===== src/logic/mafl_pkg.sv =====
/*
 * Constants and carrier types for the monitor alarm status flags.
 * Assumes a single 100 MHz clock and a host port that reads one cycle later.
 */
// ==========================================================
// How it works
// - Evaluate every monitored condition after each conversion.
// - Set flag after N consecutive out-of-range results.
// - In-range result before N restarts count, flag stays.
// - Latched flags hold until read, resolved or not.
// - Read clears all flags; persisting faults reassert.
// - Hardware, software, power-on resets clear all flags.
// - With hold-off set, flags follow live condition.
// - Read-only status register at 4Fh, resets 0000h.
// - Bits 15, 1, 0 read zero; writes ignored.
// - Bit 14 flags channel 0 or pair 0/1.
// - Bit 12 flags channel 2 or pair 2/3.
// - Bit 13 flags channel 1, bit 11 channel 3.
// - Bits 10, 9 on-chip low/high, only when enabled.
// - Bits 8, 7 remote A low/high when enabled.
// - Bits 6, 5 remote B low/high when enabled.
// - Bits 4, 3 remote A/B fault when enabled.
// - Bit 2 trips at 150 C, 8 C hysteresis.
// - Die flag zero while on-chip sensor disabled.
// - Masked alarms still flag but never pull alert.
package mafl_pkg;

	// ==========================================================
	// Register map
	localparam logic [7:0] MAFL_ADDR_STATUS = 8'h4f;
	localparam logic [15:0] MAFL_STATUS_RESET = 16'h0000;
	localparam int MAFL_ADDR_W = 8;
	localparam int MAFL_DATA_W = 16;

	// ==========================================================
	// Flag layout: condition index i lives at status bit i + 2
	localparam int MAFL_NUM_COND = 13;
	localparam int MAFL_FLAG_LSB = 2;
	localparam int MAFL_IDX_AIN0 = 12;
	localparam int MAFL_IDX_AIN1 = 11;
	localparam int MAFL_IDX_AIN2 = 10;
	localparam int MAFL_IDX_AIN3 = 9;
	localparam int MAFL_IDX_ONCHIP_UNDER = 8;
	localparam int MAFL_IDX_ONCHIP_OVER = 7;
	localparam int MAFL_IDX_REMOTE_A_UNDER = 6;
	localparam int MAFL_IDX_REMOTE_A_OVER = 5;
	localparam int MAFL_IDX_REMOTE_B_UNDER = 4;
	localparam int MAFL_IDX_REMOTE_B_OVER = 3;
	localparam int MAFL_IDX_REMOTE_A_FAULT = 2;
	localparam int MAFL_IDX_REMOTE_B_FAULT = 1;
	localparam int MAFL_IDX_DIE = 0;

	// ==========================================================
	// Consecutive-count and die temperature figures
	localparam int MAFL_CNT_W = 4;
	localparam int MAFL_TEMP_W = 12;
	localparam logic signed [11:0] MAFL_DIE_TRIP_C = 12'sh096;
	localparam logic signed [11:0] MAFL_DIE_HYST_C = 12'sh008;

	// ==========================================================
	// Carriers
	typedef struct packed {
		logic [MAFL_NUM_COND-1:1] eval;
		logic [MAFL_NUM_COND-1:1] out_range;
	} mafl_result_type;

	typedef struct packed {
		logic valid;
		logic signed [MAFL_TEMP_W-1:0] celsius;
	} mafl_die_type;

	typedef struct packed {
		logic [MAFL_ADDR_W-1:0] addr;
		logic [MAFL_DATA_W-1:0] wdata;
		logic wr;
		logic rd;
	} mafl_host_type;

endpackage


===== src/logic/mafl_status.sv =====
/*
 * Alarm status register of the multichannel monitor: per-condition
 * consecutive-count filters, latched or live flags, read-to-clear,
 * die over-temperature hysteresis and the masked active-low alert.
 * Assumes conversion results arrive as one-cycle strobes synchronous to
 * clk, and that the host port gives strobes of one cycle, never both.
 */
`timescale 1ns/1ns
module mafl_status (
	// Clock and resets
	input wire logic clk,
	input wire logic rst_n,
	input wire logic soft_reset,
	// Host register port
	input wire mafl_pkg::mafl_host_type host,
	output logic [mafl_pkg::MAFL_DATA_W-1:0] rdata,
	// Conversion results
	input wire mafl_pkg::mafl_result_type result,
	input wire mafl_pkg::mafl_die_type die,
	// Configuration
	input wire logic [mafl_pkg::MAFL_CNT_W-1:0] consec_count,
	input wire logic alarm_hold_off,
	input wire logic onchip_temp_enable,
	input wire logic remote_a_enable,
	input wire logic remote_b_enable,
	input wire logic [mafl_pkg::MAFL_DATA_W-1:0] alarm_enable,
	// Alert pin
	output logic alert_n
);
	import mafl_pkg::*;

	// ==========================================================
	// State
	typedef struct packed {
		logic [MAFL_NUM_COND-1:0][MAFL_CNT_W-1:0] cnt;
		logic [MAFL_NUM_COND-1:0] flags;
		logic die_hot;
		logic [MAFL_DATA_W-1:0] rdata;
	} mafl_state_type;

	localparam mafl_state_type MAFL_STATE_RESET = '{
		cnt: '0,
		flags: '0,
		die_hot: 1'b0,
		rdata: MAFL_STATUS_RESET
	};

	mafl_state_type state;
	mafl_state_type next_state;

	// ==========================================================
	// Helpers
	function automatic logic [MAFL_CNT_W-1:0] mafl_sat_inc(
		input logic [MAFL_CNT_W-1:0] value
	);
		mafl_sat_inc = (&value) ? value : value + 1'b1;
	endfunction

	// Which sensor enable gates each condition
	function automatic logic [MAFL_NUM_COND-1:0] mafl_cond_enable(
		input logic lt_en,
		input logic ra_en,
		input logic rb_en
	);
		logic [MAFL_NUM_COND-1:0] en;
		en = '1;
		en[MAFL_IDX_ONCHIP_UNDER] = lt_en;
		en[MAFL_IDX_ONCHIP_OVER] = lt_en;
		en[MAFL_IDX_DIE] = lt_en;
		en[MAFL_IDX_REMOTE_A_UNDER] = ra_en;
		en[MAFL_IDX_REMOTE_A_OVER] = ra_en;
		en[MAFL_IDX_REMOTE_A_FAULT] = ra_en;
		en[MAFL_IDX_REMOTE_B_UNDER] = rb_en;
		en[MAFL_IDX_REMOTE_B_OVER] = rb_en;
		en[MAFL_IDX_REMOTE_B_FAULT] = rb_en;
		mafl_cond_enable = en;
	endfunction

	function automatic logic [MAFL_DATA_W-1:0] mafl_pack_status(
		input logic [MAFL_NUM_COND-1:0] flags
	);
		// Reserved bits 15, 1 and 0 are hard zero
		mafl_pack_status = {1'b0, flags, 2'b00};
	endfunction

	// ==========================================================
	// Combinational decode
	logic [MAFL_NUM_COND-1:0] cond_en;
	logic [MAFL_NUM_COND-1:0] eval_all;
	logic [MAFL_NUM_COND-1:0] out_all;
	logic [MAFL_CNT_W-1:0] need;
	logic status_rd;
	logic next_die_hot;
	logic [MAFL_DATA_W-1:0] status_now;

	assign cond_en = mafl_cond_enable(onchip_temp_enable, remote_a_enable,
		remote_b_enable);
	// Zero is treated as one so a filter can never be switched off
	assign need = (consec_count == '0) ? MAFL_CNT_W'(1) : consec_count;
	assign status_rd = host.rd && (host.addr == MAFL_ADDR_STATUS);
	assign status_now = mafl_pack_status(state.flags);

	// Die comparator with hysteresis: trip at 150, release 8 below
	always_comb begin
		next_die_hot = state.die_hot;
		if (die.valid) begin
			if (die.celsius >= MAFL_DIE_TRIP_C) begin
				next_die_hot = 1'b1;
			end else if (die.celsius <=
				MAFL_DIE_TRIP_C - MAFL_DIE_HYST_C) begin
				next_die_hot = 1'b0;
			end
		end
		if (!onchip_temp_enable) begin
			next_die_hot = 1'b0;
		end
	end

	// Analog channels 0 and 2 already carry single or pair results
	assign eval_all = {result.eval, die.valid};
	assign out_all = {result.out_range, next_die_hot};

	// ==========================================================
	// Next state
	always_comb begin
		logic [MAFL_CNT_W-1:0] c;
		c = '0;
		next_state = state;
		next_state.die_hot = next_die_hot;
		// Snapshot taken before the clear below, so the host sees the flags
		next_state.rdata = status_rd ? status_now : '0;
		if (status_rd) begin
			next_state.flags = '0;
		end
		for (int i = 0; i < MAFL_NUM_COND; i++) begin
			if (!cond_en[i]) begin
				// A disabled sensor is ignored and must not keep an old flag
				next_state.cnt[i] = '0;
				next_state.flags[i] = 1'b0;
			end else if (eval_all[i]) begin
				if (out_all[i]) begin
					c = mafl_sat_inc(state.cnt[i]);
					next_state.cnt[i] = c;
					if (c >= need) begin
						// Set wins over a read clear in the same cycle
						next_state.flags[i] = 1'b1;
					end
				end else begin
					next_state.cnt[i] = '0;
					if (alarm_hold_off) begin
						next_state.flags[i] = 1'b0;
					end
				end
			end
		end
		// Latched mode: no path clears a flag except read, reset or disabling its sensor
		if (soft_reset) begin
			next_state = MAFL_STATE_RESET;
		end
	end

	always_ff @(posedge clk or negedge rst_n) begin
		if (!rst_n) begin
			state <= MAFL_STATE_RESET;
		end else begin
			state <= next_state;
		end
	end

	// ==========================================================
	// Outputs
	assign rdata = state.rdata;
	// Masked alarms keep their flag but stay off the pin
	assign alert_n = ~|(status_now & alarm_enable);

	// ==========================================================
	// Checks
	a_reserved_zero: assert property (
		@(posedge clk) disable iff (!rst_n)
		status_now[15] == 1'b0 && status_now[1:0] == 2'b00
	) else $error("Reserved status bits not zero");

	a_read_returns_flags: assert property (
		@(posedge clk) disable iff (!rst_n)
		(status_rd && !soft_reset) |=> rdata == $past(status_now)
	) else $error("Status read returned wrong data");

	a_other_addr_zero: assert property (
		@(posedge clk) disable iff (!rst_n)
		!status_rd |=> rdata == 16'h0000
	) else $error("Unmapped read not zero");

	a_read_clears_flag: assert property (
		@(posedge clk) disable iff (!rst_n)
		(status_rd && !(|(eval_all & out_all))) |=> state.flags == '0
	) else $error("Read did not clear flags");

	a_soft_reset_clears: assert property (
		@(posedge clk) disable iff (!rst_n)
		soft_reset |=> state.flags == '0 && state.cnt == '0
	) else $error("Software reset left flags");

	a_in_range_restart: assert property (
		@(posedge clk) disable iff (!rst_n)
		(eval_all[MAFL_IDX_AIN0] && !out_all[MAFL_IDX_AIN0] && !soft_reset)
		|=> state.cnt[MAFL_IDX_AIN0] == '0
	) else $error("Count not restarted after in-range");

	a_no_early_flag: assert property (
		@(posedge clk) disable iff (!rst_n)
		(!state.flags[MAFL_IDX_AIN1] && eval_all[MAFL_IDX_AIN1]
		&& mafl_sat_inc(state.cnt[MAFL_IDX_AIN1]) < need)
		|=> !state.flags[MAFL_IDX_AIN1]
	) else $error("Flag set before N results");

	a_flag_at_count: assert property (
		@(posedge clk) disable iff (!rst_n)
		(eval_all[MAFL_IDX_AIN2] && out_all[MAFL_IDX_AIN2] && !soft_reset
		&& mafl_sat_inc(state.cnt[MAFL_IDX_AIN2]) >= need)
		|=> state.flags[MAFL_IDX_AIN2]
	) else $error("Flag not set at N results");

	a_latch_holds: assert property (
		@(posedge clk) disable iff (!rst_n)
		(!alarm_hold_off && state.flags[MAFL_IDX_AIN3] && !status_rd
		&& !soft_reset && cond_en[MAFL_IDX_AIN3])
		|=> state.flags[MAFL_IDX_AIN3]
	) else $error("Latched flag dropped without read");

	a_live_follow: assert property (
		@(posedge clk) disable iff (!rst_n)
		(alarm_hold_off && eval_all[MAFL_IDX_REMOTE_A_OVER]
		&& !out_all[MAFL_IDX_REMOTE_A_OVER])
		|=> !state.flags[MAFL_IDX_REMOTE_A_OVER]
	) else $error("Live flag did not follow condition");

	a_die_disabled: assert property (
		@(posedge clk) disable iff (!rst_n)
		!onchip_temp_enable |=> !status_now[MAFL_FLAG_LSB + MAFL_IDX_DIE]
	) else $error("Die flag set while sensor off");

	a_die_hysteresis: assert property (
		@(posedge clk) disable iff (!rst_n)
		(state.die_hot && onchip_temp_enable && die.valid && !soft_reset
		&& die.celsius > 12'sh08e) |=> state.die_hot
	) else $error("Die alarm released inside hysteresis");

	a_remote_gate: assert property (
		@(posedge clk) disable iff (!rst_n)
		!remote_b_enable |=> !state.flags[MAFL_IDX_REMOTE_B_FAULT]
		&& state.cnt[MAFL_IDX_REMOTE_B_FAULT] == '0
	) else $error("Remote B fault flagged while disabled");

	a_masked_alert: assert property (
		@(posedge clk) disable iff (!rst_n)
		(alarm_enable == 16'h0000) |-> alert_n
	) else $error("Masked alarm pulled alert low");

	// Async reset holds everything clear, with no disable so it is seen
	a_hw_reset_clear: assert property (
		@(posedge clk)
		!rst_n |-> state.flags == '0 && rdata == '0 && alert_n
	) else $error("Hardware reset left flags or data");

	a_soft_rdata_zero: assert property (
		@(posedge clk) disable iff (!rst_n)
		soft_reset |=> rdata == '0
	) else $error("Software reset left read data");

	a_rdata_reserved: assert property (
		@(posedge clk) disable iff (!rst_n)
		rdata[15] == 1'b0 && rdata[1:0] == 2'b00
	) else $error("Reserved read data bits not zero");

	a_write_ignored: assert property (
		@(posedge clk) disable iff (!rst_n)
		(host.wr && !status_rd && !soft_reset && eval_all == '0
		&& cond_en == '1) |=> $stable(state.flags)
	) else $error("Write changed status flags");

	a_die_trip: assert property (
		@(posedge clk) disable iff (!rst_n)
		(onchip_temp_enable && die.valid && !soft_reset
		&& die.celsius >= MAFL_DIE_TRIP_C) |=> state.die_hot
	) else $error("Die alarm did not trip");

	a_die_release: assert property (
		@(posedge clk) disable iff (!rst_n)
		(die.valid && die.celsius <= MAFL_DIE_TRIP_C - MAFL_DIE_HYST_C)
		|=> !state.die_hot
	) else $error("Die alarm not released below hysteresis");

	a_onchip_gate: assert property (
		@(posedge clk) disable iff (!rst_n)
		!onchip_temp_enable |=> !state.flags[MAFL_IDX_ONCHIP_UNDER]
		&& !state.flags[MAFL_IDX_ONCHIP_OVER]
	) else $error("On-chip flag set while disabled");

	a_remote_a_gate: assert property (
		@(posedge clk) disable iff (!rst_n)
		!remote_a_enable |=> !state.flags[MAFL_IDX_REMOTE_A_UNDER]
		&& !state.flags[MAFL_IDX_REMOTE_A_OVER]
		&& !state.flags[MAFL_IDX_REMOTE_A_FAULT]
	) else $error("Remote A flag set while disabled");

	a_remote_b_range: assert property (
		@(posedge clk) disable iff (!rst_n)
		!remote_b_enable |=> !state.flags[MAFL_IDX_REMOTE_B_UNDER]
		&& !state.flags[MAFL_IDX_REMOTE_B_OVER]
	) else $error("Remote B range flag set while disabled");

	a_alert_enabled: assert property (
		@(posedge clk) disable iff (!rst_n)
		(state.flags[MAFL_IDX_AIN0]
		&& alarm_enable[MAFL_FLAG_LSB + MAFL_IDX_AIN0]) |-> !alert_n
	) else $error("Enabled alarm did not pull alert low");

	a_count_step: assert property (
		@(posedge clk) disable iff (!rst_n)
		(eval_all[MAFL_IDX_AIN2] && out_all[MAFL_IDX_AIN2] && !soft_reset
		&& state.cnt[MAFL_IDX_AIN2] != '1)
		|=> state.cnt[MAFL_IDX_AIN2] == $past(state.cnt[MAFL_IDX_AIN2]) + 1'b1
	) else $error("Count did not step on out-of-range result");

	a_count_idle: assert property (
		@(posedge clk) disable iff (!rst_n)
		(!eval_all[MAFL_IDX_AIN1] && !soft_reset)
		|=> $stable(state.cnt[MAFL_IDX_AIN1])
	) else $error("Count moved without a result");

	a_live_hold: assert property (
		@(posedge clk) disable iff (!rst_n)
		(alarm_hold_off && !eval_all[MAFL_IDX_AIN0] && !status_rd
		&& !soft_reset) |=> $stable(state.flags[MAFL_IDX_AIN0])
	) else $error("Live flag changed without a result");

	a_latch_in_range: assert property (
		@(posedge clk) disable iff (!rst_n)
		(!alarm_hold_off && state.flags[MAFL_IDX_AIN0]
		&& eval_all[MAFL_IDX_AIN0] && !out_all[MAFL_IDX_AIN0]
		&& !status_rd && !soft_reset) |=> state.flags[MAFL_IDX_AIN0]
	) else $error("Latched flag cleared by in-range result");

endmodule // mafl_status


===== config.mk =====
export PLATFORM = sky130hd
export DESIGN_NAME = mafl_status
export DESIGN_NICKNAME = d
export VERILOG_FILES = /design/src/logic/mafl_pkg.sv /design/src/logic/mafl_status.sv
export SDC_FILE = /design/constraint.sdc
export NUM_CORES = 1
export LEC_CHECK = 0
export BUFFER_PORTS_ARGS = -buffer_cell sky130_fd_sc_hd__buf_2
export CAP_MARGIN = 20
export CORE_UTILIZATION = 61
export CTS_CLUSTER_DIAMETER = 200
export DETAILED_ROUTE_END_ITERATION = 12
export PLACE_DENSITY = 0.94
export SYNTH_ARGS = -nofsm -noshare
export SYNTH_HDL_FRONTEND = slang
export SYNTH_SLANG_ARGS = --single-unit

===== constraint.sdc =====
create_clock -name clk -period 4.1 [get_ports clk]
set_input_delay 0.205 -clock clk [delete_from_list [all_inputs] [get_ports clk]]
set_output_delay 0.205 -clock clk [all_outputs]
set_load 0.005 [all_outputs]

== Word-level counts from Yosys, hierarchy flattened ==
Index checks and enable logic that the tools add are counted.
Storage, ports and cells
  RAM bits: 0
  memories kept: 0
  latch bits: 0
  register bits: 82
  logic and storage cells: 193
  input port bits: 90
  bits in read-only memories: 0
Cells by class
  $add $sub $neg: 13
  multiplexer cells: 117
  magnitude comparators: 15
  reductions and logical operators: 21
  shift-type cells: 0
  div/mod/pow operators: 0
  bitwise gates (word level): 1
  multipliers: 0
  eq/ne operators: 10
Operator list (count)
  4-bit 2-to-1 mux: 49
  82-bit 2-to-1 mux: 1
  1-bit 2-to-1 mux: 65
  4-bit by 1-bit adder with 4-bit output (second input constant): 13
  4-bit >= comparator: 13
  4-bit AND reduction: 13
  3-bit inequality test (second input constant): 9
  15-bit by 16-bit bitwise AND with 16-bit output: 1
  16-bit OR reduction: 1
  15-bit 2-to-1 mux: 1
  13-bit 2-to-1 mux: 1
  12-bit by 9-bit >= comparator with 1-bit output (second input constant): 1
  12-bit by 9-bit <= comparator with 1-bit output (second input constant): 1
  8-bit by 7-bit equality test with 1-bit output (second input constant): 1
  2-bit nonzero test: 4
  4-bit logical NOT: 1
  1-bit logical AND: 1
  1-bit logical NOT: 1

== Logic depth before layout (Yosys ltp) ==
  depth after elaboration: 9
  mapped depth: 9
  depth with buffers taken out: 9

== Worst setup path after synthesis ==
OpenSTA, ideal clock, no wires.
  kind: register to register
  from: register state[66] in the netlist's numbering
  to: register state[26] in the netlist's numbering
  setup slack: 2.015 ns
  cell stages (with the launch flop): 9
  path buffers: 0
  library setup time: 0.146 ns
  required time: 3.954 ns
  arrival time: 1.939 ns
  path through: dfrtp_1 > ha_1 > nand3_1 > mux2_2 > ha_1 > a21o_1 > a21o_1 > a21oi_1 > o32ai_1
RTL lines
  from (decl): RTL line mafl_status.sv:48  | mafl_state_type state;
  from (signal assigned): RTL line mafl_status.sv:166  | state <= next_state;

==> results.cfg <==
[critical_path]
crit_type = reg2reg
crit_slowest_cell = dfrtp_1
crit_chain = ha_1 -> nand3_1 -> mux2_2 -> ha_1 -> a21o_1 -> a21o_1 -> a21oi_1 -> o32ai_1
cp_max_fo = 5
cp-start-kind = register
max_stage_delay_ns = 0.45
cp.required_ns = 4.32
arrival_ns = 2.60
critPathCaptureType = register

[global_routing]
grtUsageMet1_pct = 35.5
overflow = 0
antenna_found_initial = 0
use_met3_pct = 4.92
grt_pass1_vias = 5123
use_met2_pct = 52.4
grt_max_degree = 80
gr-usage-all-layers_pct = 30.1
grt_pass1_wl_um = 23600
grt.busiest_layer = met2

[timing]
final.setup.worst_slack_ns = 1.71
rsz0062_at_grt = false
fin_crit_sh_pct = 58.2
setup_violations = 0
fmax_mhz = 419
period_minus_slack_ns = 2.39
tns_ns = 0
finalHoldViolCount = 0
finalMaxSlewViolations = 0
maxSlewHeadroom_pct = 53.0
worstMarginPinSlew_ns = 0.705
clock_skew_ns = 0.0109

[route]
drc_errors = 0
drtPass1Iterations = 7
vias = 5187
wl_per_cell_um = 16.9
via_per_inst = 6.18
antenna_left = 0
routed_wl_um = 14200
drt_iter0_drc = 371

[clock_network]
insertion_delay_ns = 0.37
max-clock-path-buffers = 2
clk_pin_slew_ns = 0.09
cts.sinks = 79
cts_resized = 0
numCtsBuffers = 9
holdBufCountCts = 0
cts_tree = built
root_buffer = clkbuf_8
cts_setup_buffers = 0
cts_max_level = 3

[floorplan]
core_sq_um = 9200
io_pins = 107
rows = 35
start_util_pct = 62.9
dieArea_sq_um = 9880
die_w_um = 99.4
fp.dieH_um = 99.4

[status]
status = complete, no violations

[pwr]
power_density_nw_per_um2 = 262
ir_drop_mv = 0.172
power.leakage_nw = 3.17

[logic_synthesis]
syn_area_sq_um = 5790
syn_area_per_cell_sq_um = 8.75
netlist_instances = 661
synth.yosys.warnings = 0
synth.distinct_cells = 41
seq_area_frac_synth_pct = 34.2
synth-seq-cells = 79

[layout]
seq_area_sq_um = 1980
final_cell_mix = 82 x buf_2, 79 x dfrtp_1, 71 x nor2_1
diodes = 0
drive_above_1_share_pct = 17.6
layout_commonest_cell = buf_2
area_growth_pct = 10.6
fill_cells = 660
nNetsFinal = 878
multi_input_area_sq_um = 3580

[placement]
pre_cts_ws_ns = 1.46
place_congestion = 0.861
port_buffers = 83
dp_hpwl_um = 10100

[flow_run]
maxCapViolCount = 0

[hold_path]
hold_path_class = in2reg
==> area by class of cell <==
cell class                      instances  area share, %
Clock buffer                           10           1.99
Clock inverter                          6           1.33
Inverter                                8          0.469
Multi-Input combinational cell        539           55.9
Sequential cell                        79           30.9
Tap cell                              111           2.17
Timing Repair Buffer                   86           7.23
==> through the flow <==
stage | utilization, % | hold slack, ns | cells | total power [W] | instance area [sq um]
2_1_floorplan | - | -0.0906 | 663 | 0.000943 | 5790
4_1_cts | 69.2 | 0.0297 | 837 | 0.00167 | 6360
6_report | 69.6 | 0.125 | 839 | 0.00167 | 6400
3_5_place_dp | 66.9 | 0.434 | 821 | 0.00104 | 6150
5_1_grt | 69.6 | 0.127 | 839 | 0.00174 | 6400
3_3_place_gp | 66.9 | 0.427 | 821 | 0.00102 | 6150
==> layer usage <==
metal  wire, um  vias to the layer above
met2       7120                      229
li1           -                     2439
met4        518                        0
met3        943                       43
met1       5600                     2476
met5          0                        -
==> synth_stat cells <==
cell type	count	area, sq um
a211oi_1	2	15.0
a22oi_1	5	37.5
nor2_1	71	267
o31ai_1	7	52.6
o2111ai_1	3	26.3
o211ai_1	1	7.51
a31oi_1	3	18.8
nand4_1	2	12.5
nand3b_1	3	22.5
inv_1	8	30.0
mux2_2	12	135
buf_2	1	5.00
dfrtp_1	79	1980
ha_1	65	813
or4b_4	1	13.8
nor3b_1	1	7.51
and2_2	11	82.6
clkbuf_1	19	71.3
nand2b_1	50	313
a21oi_1	64	320
nor4b_2	1	15.0
and2_1	3	18.8
mux2i_1	23	230
a2bb2oi_1	2	17.5
nand2b_4	1	13.8
buf_6	1	11.3
o21ai_0	19	95.1
a222oi_1	1	10.0
xnor2_1	13	114
conb_1	1	3.75
o32ai_1	3	26.3
or3_1	6	37.5
nor3_1	3	15.0
nor2b_1	16	100
o21bai_1	1	7.51
buf_4	16	120
a21o_1	24	180
a31o_2	1	8.76
nand2_1	51	191
nor2_4	1	11.3
nand3_1	66	330
==> flip-flops by register name (all words and copies together), names as in the netlist <==
| signal | flops |
|---|---|
| rdata | 13 |
| state | 66 |
==> critical path: cells and delay by family (launching register included) <==
kind | cells | cell delay, ns
multiplexers | 1 | 0.39
flip-flops | 1 | 0.45
AND/OR/NAND/NOR | 1 | 0.18
AO/OA/AOI/OAI | 4 | 0.64
adder cells (fa/ha/maj) | 2 | 0.58
==> report_power, final <==
part	switching [W]	internal, W
Combinational	0.000135	0.0000995
Sequential	0.0000115	0.000786
Clock	0.000302	0.000341
Total	0.000448	0.00123
==> worst paths after layout <==
| path | startpoint | end | slack [ns] | cells after the start |
|---|---|---|---|---|
| worst min-delay path | result[0] | state[18] | 0.12 | 3 |
| worst max-delay path | state[74] | state[28] | 1.71 | 8 |
| worst min register to register | state[26] | rdata[11] | 0.54 | 1 |
| min in group asynchronous | rst_n | state[34] | 0.26 | 2 |
| worst max register to register | state[74] | state[28] | 1.71 | 8 |
| max in group asynchronous | rst_n | state[53] | 3.24 | 3 |
==> kinds of logic after synthesis <==
logic type	count (synthesis)	synth area share, %
and+or+nand+nor	287	25.1
AOI/OAI and AO/OA	136	14.2
DFF	79	34.2
adders and majority gates	65	14.1
buffers and inverters	45	4.11
muxes	35	6.31
xor gates and xnor gates	13	1.97
other	1	0.0648
Power figures use the tool's default switching activity.
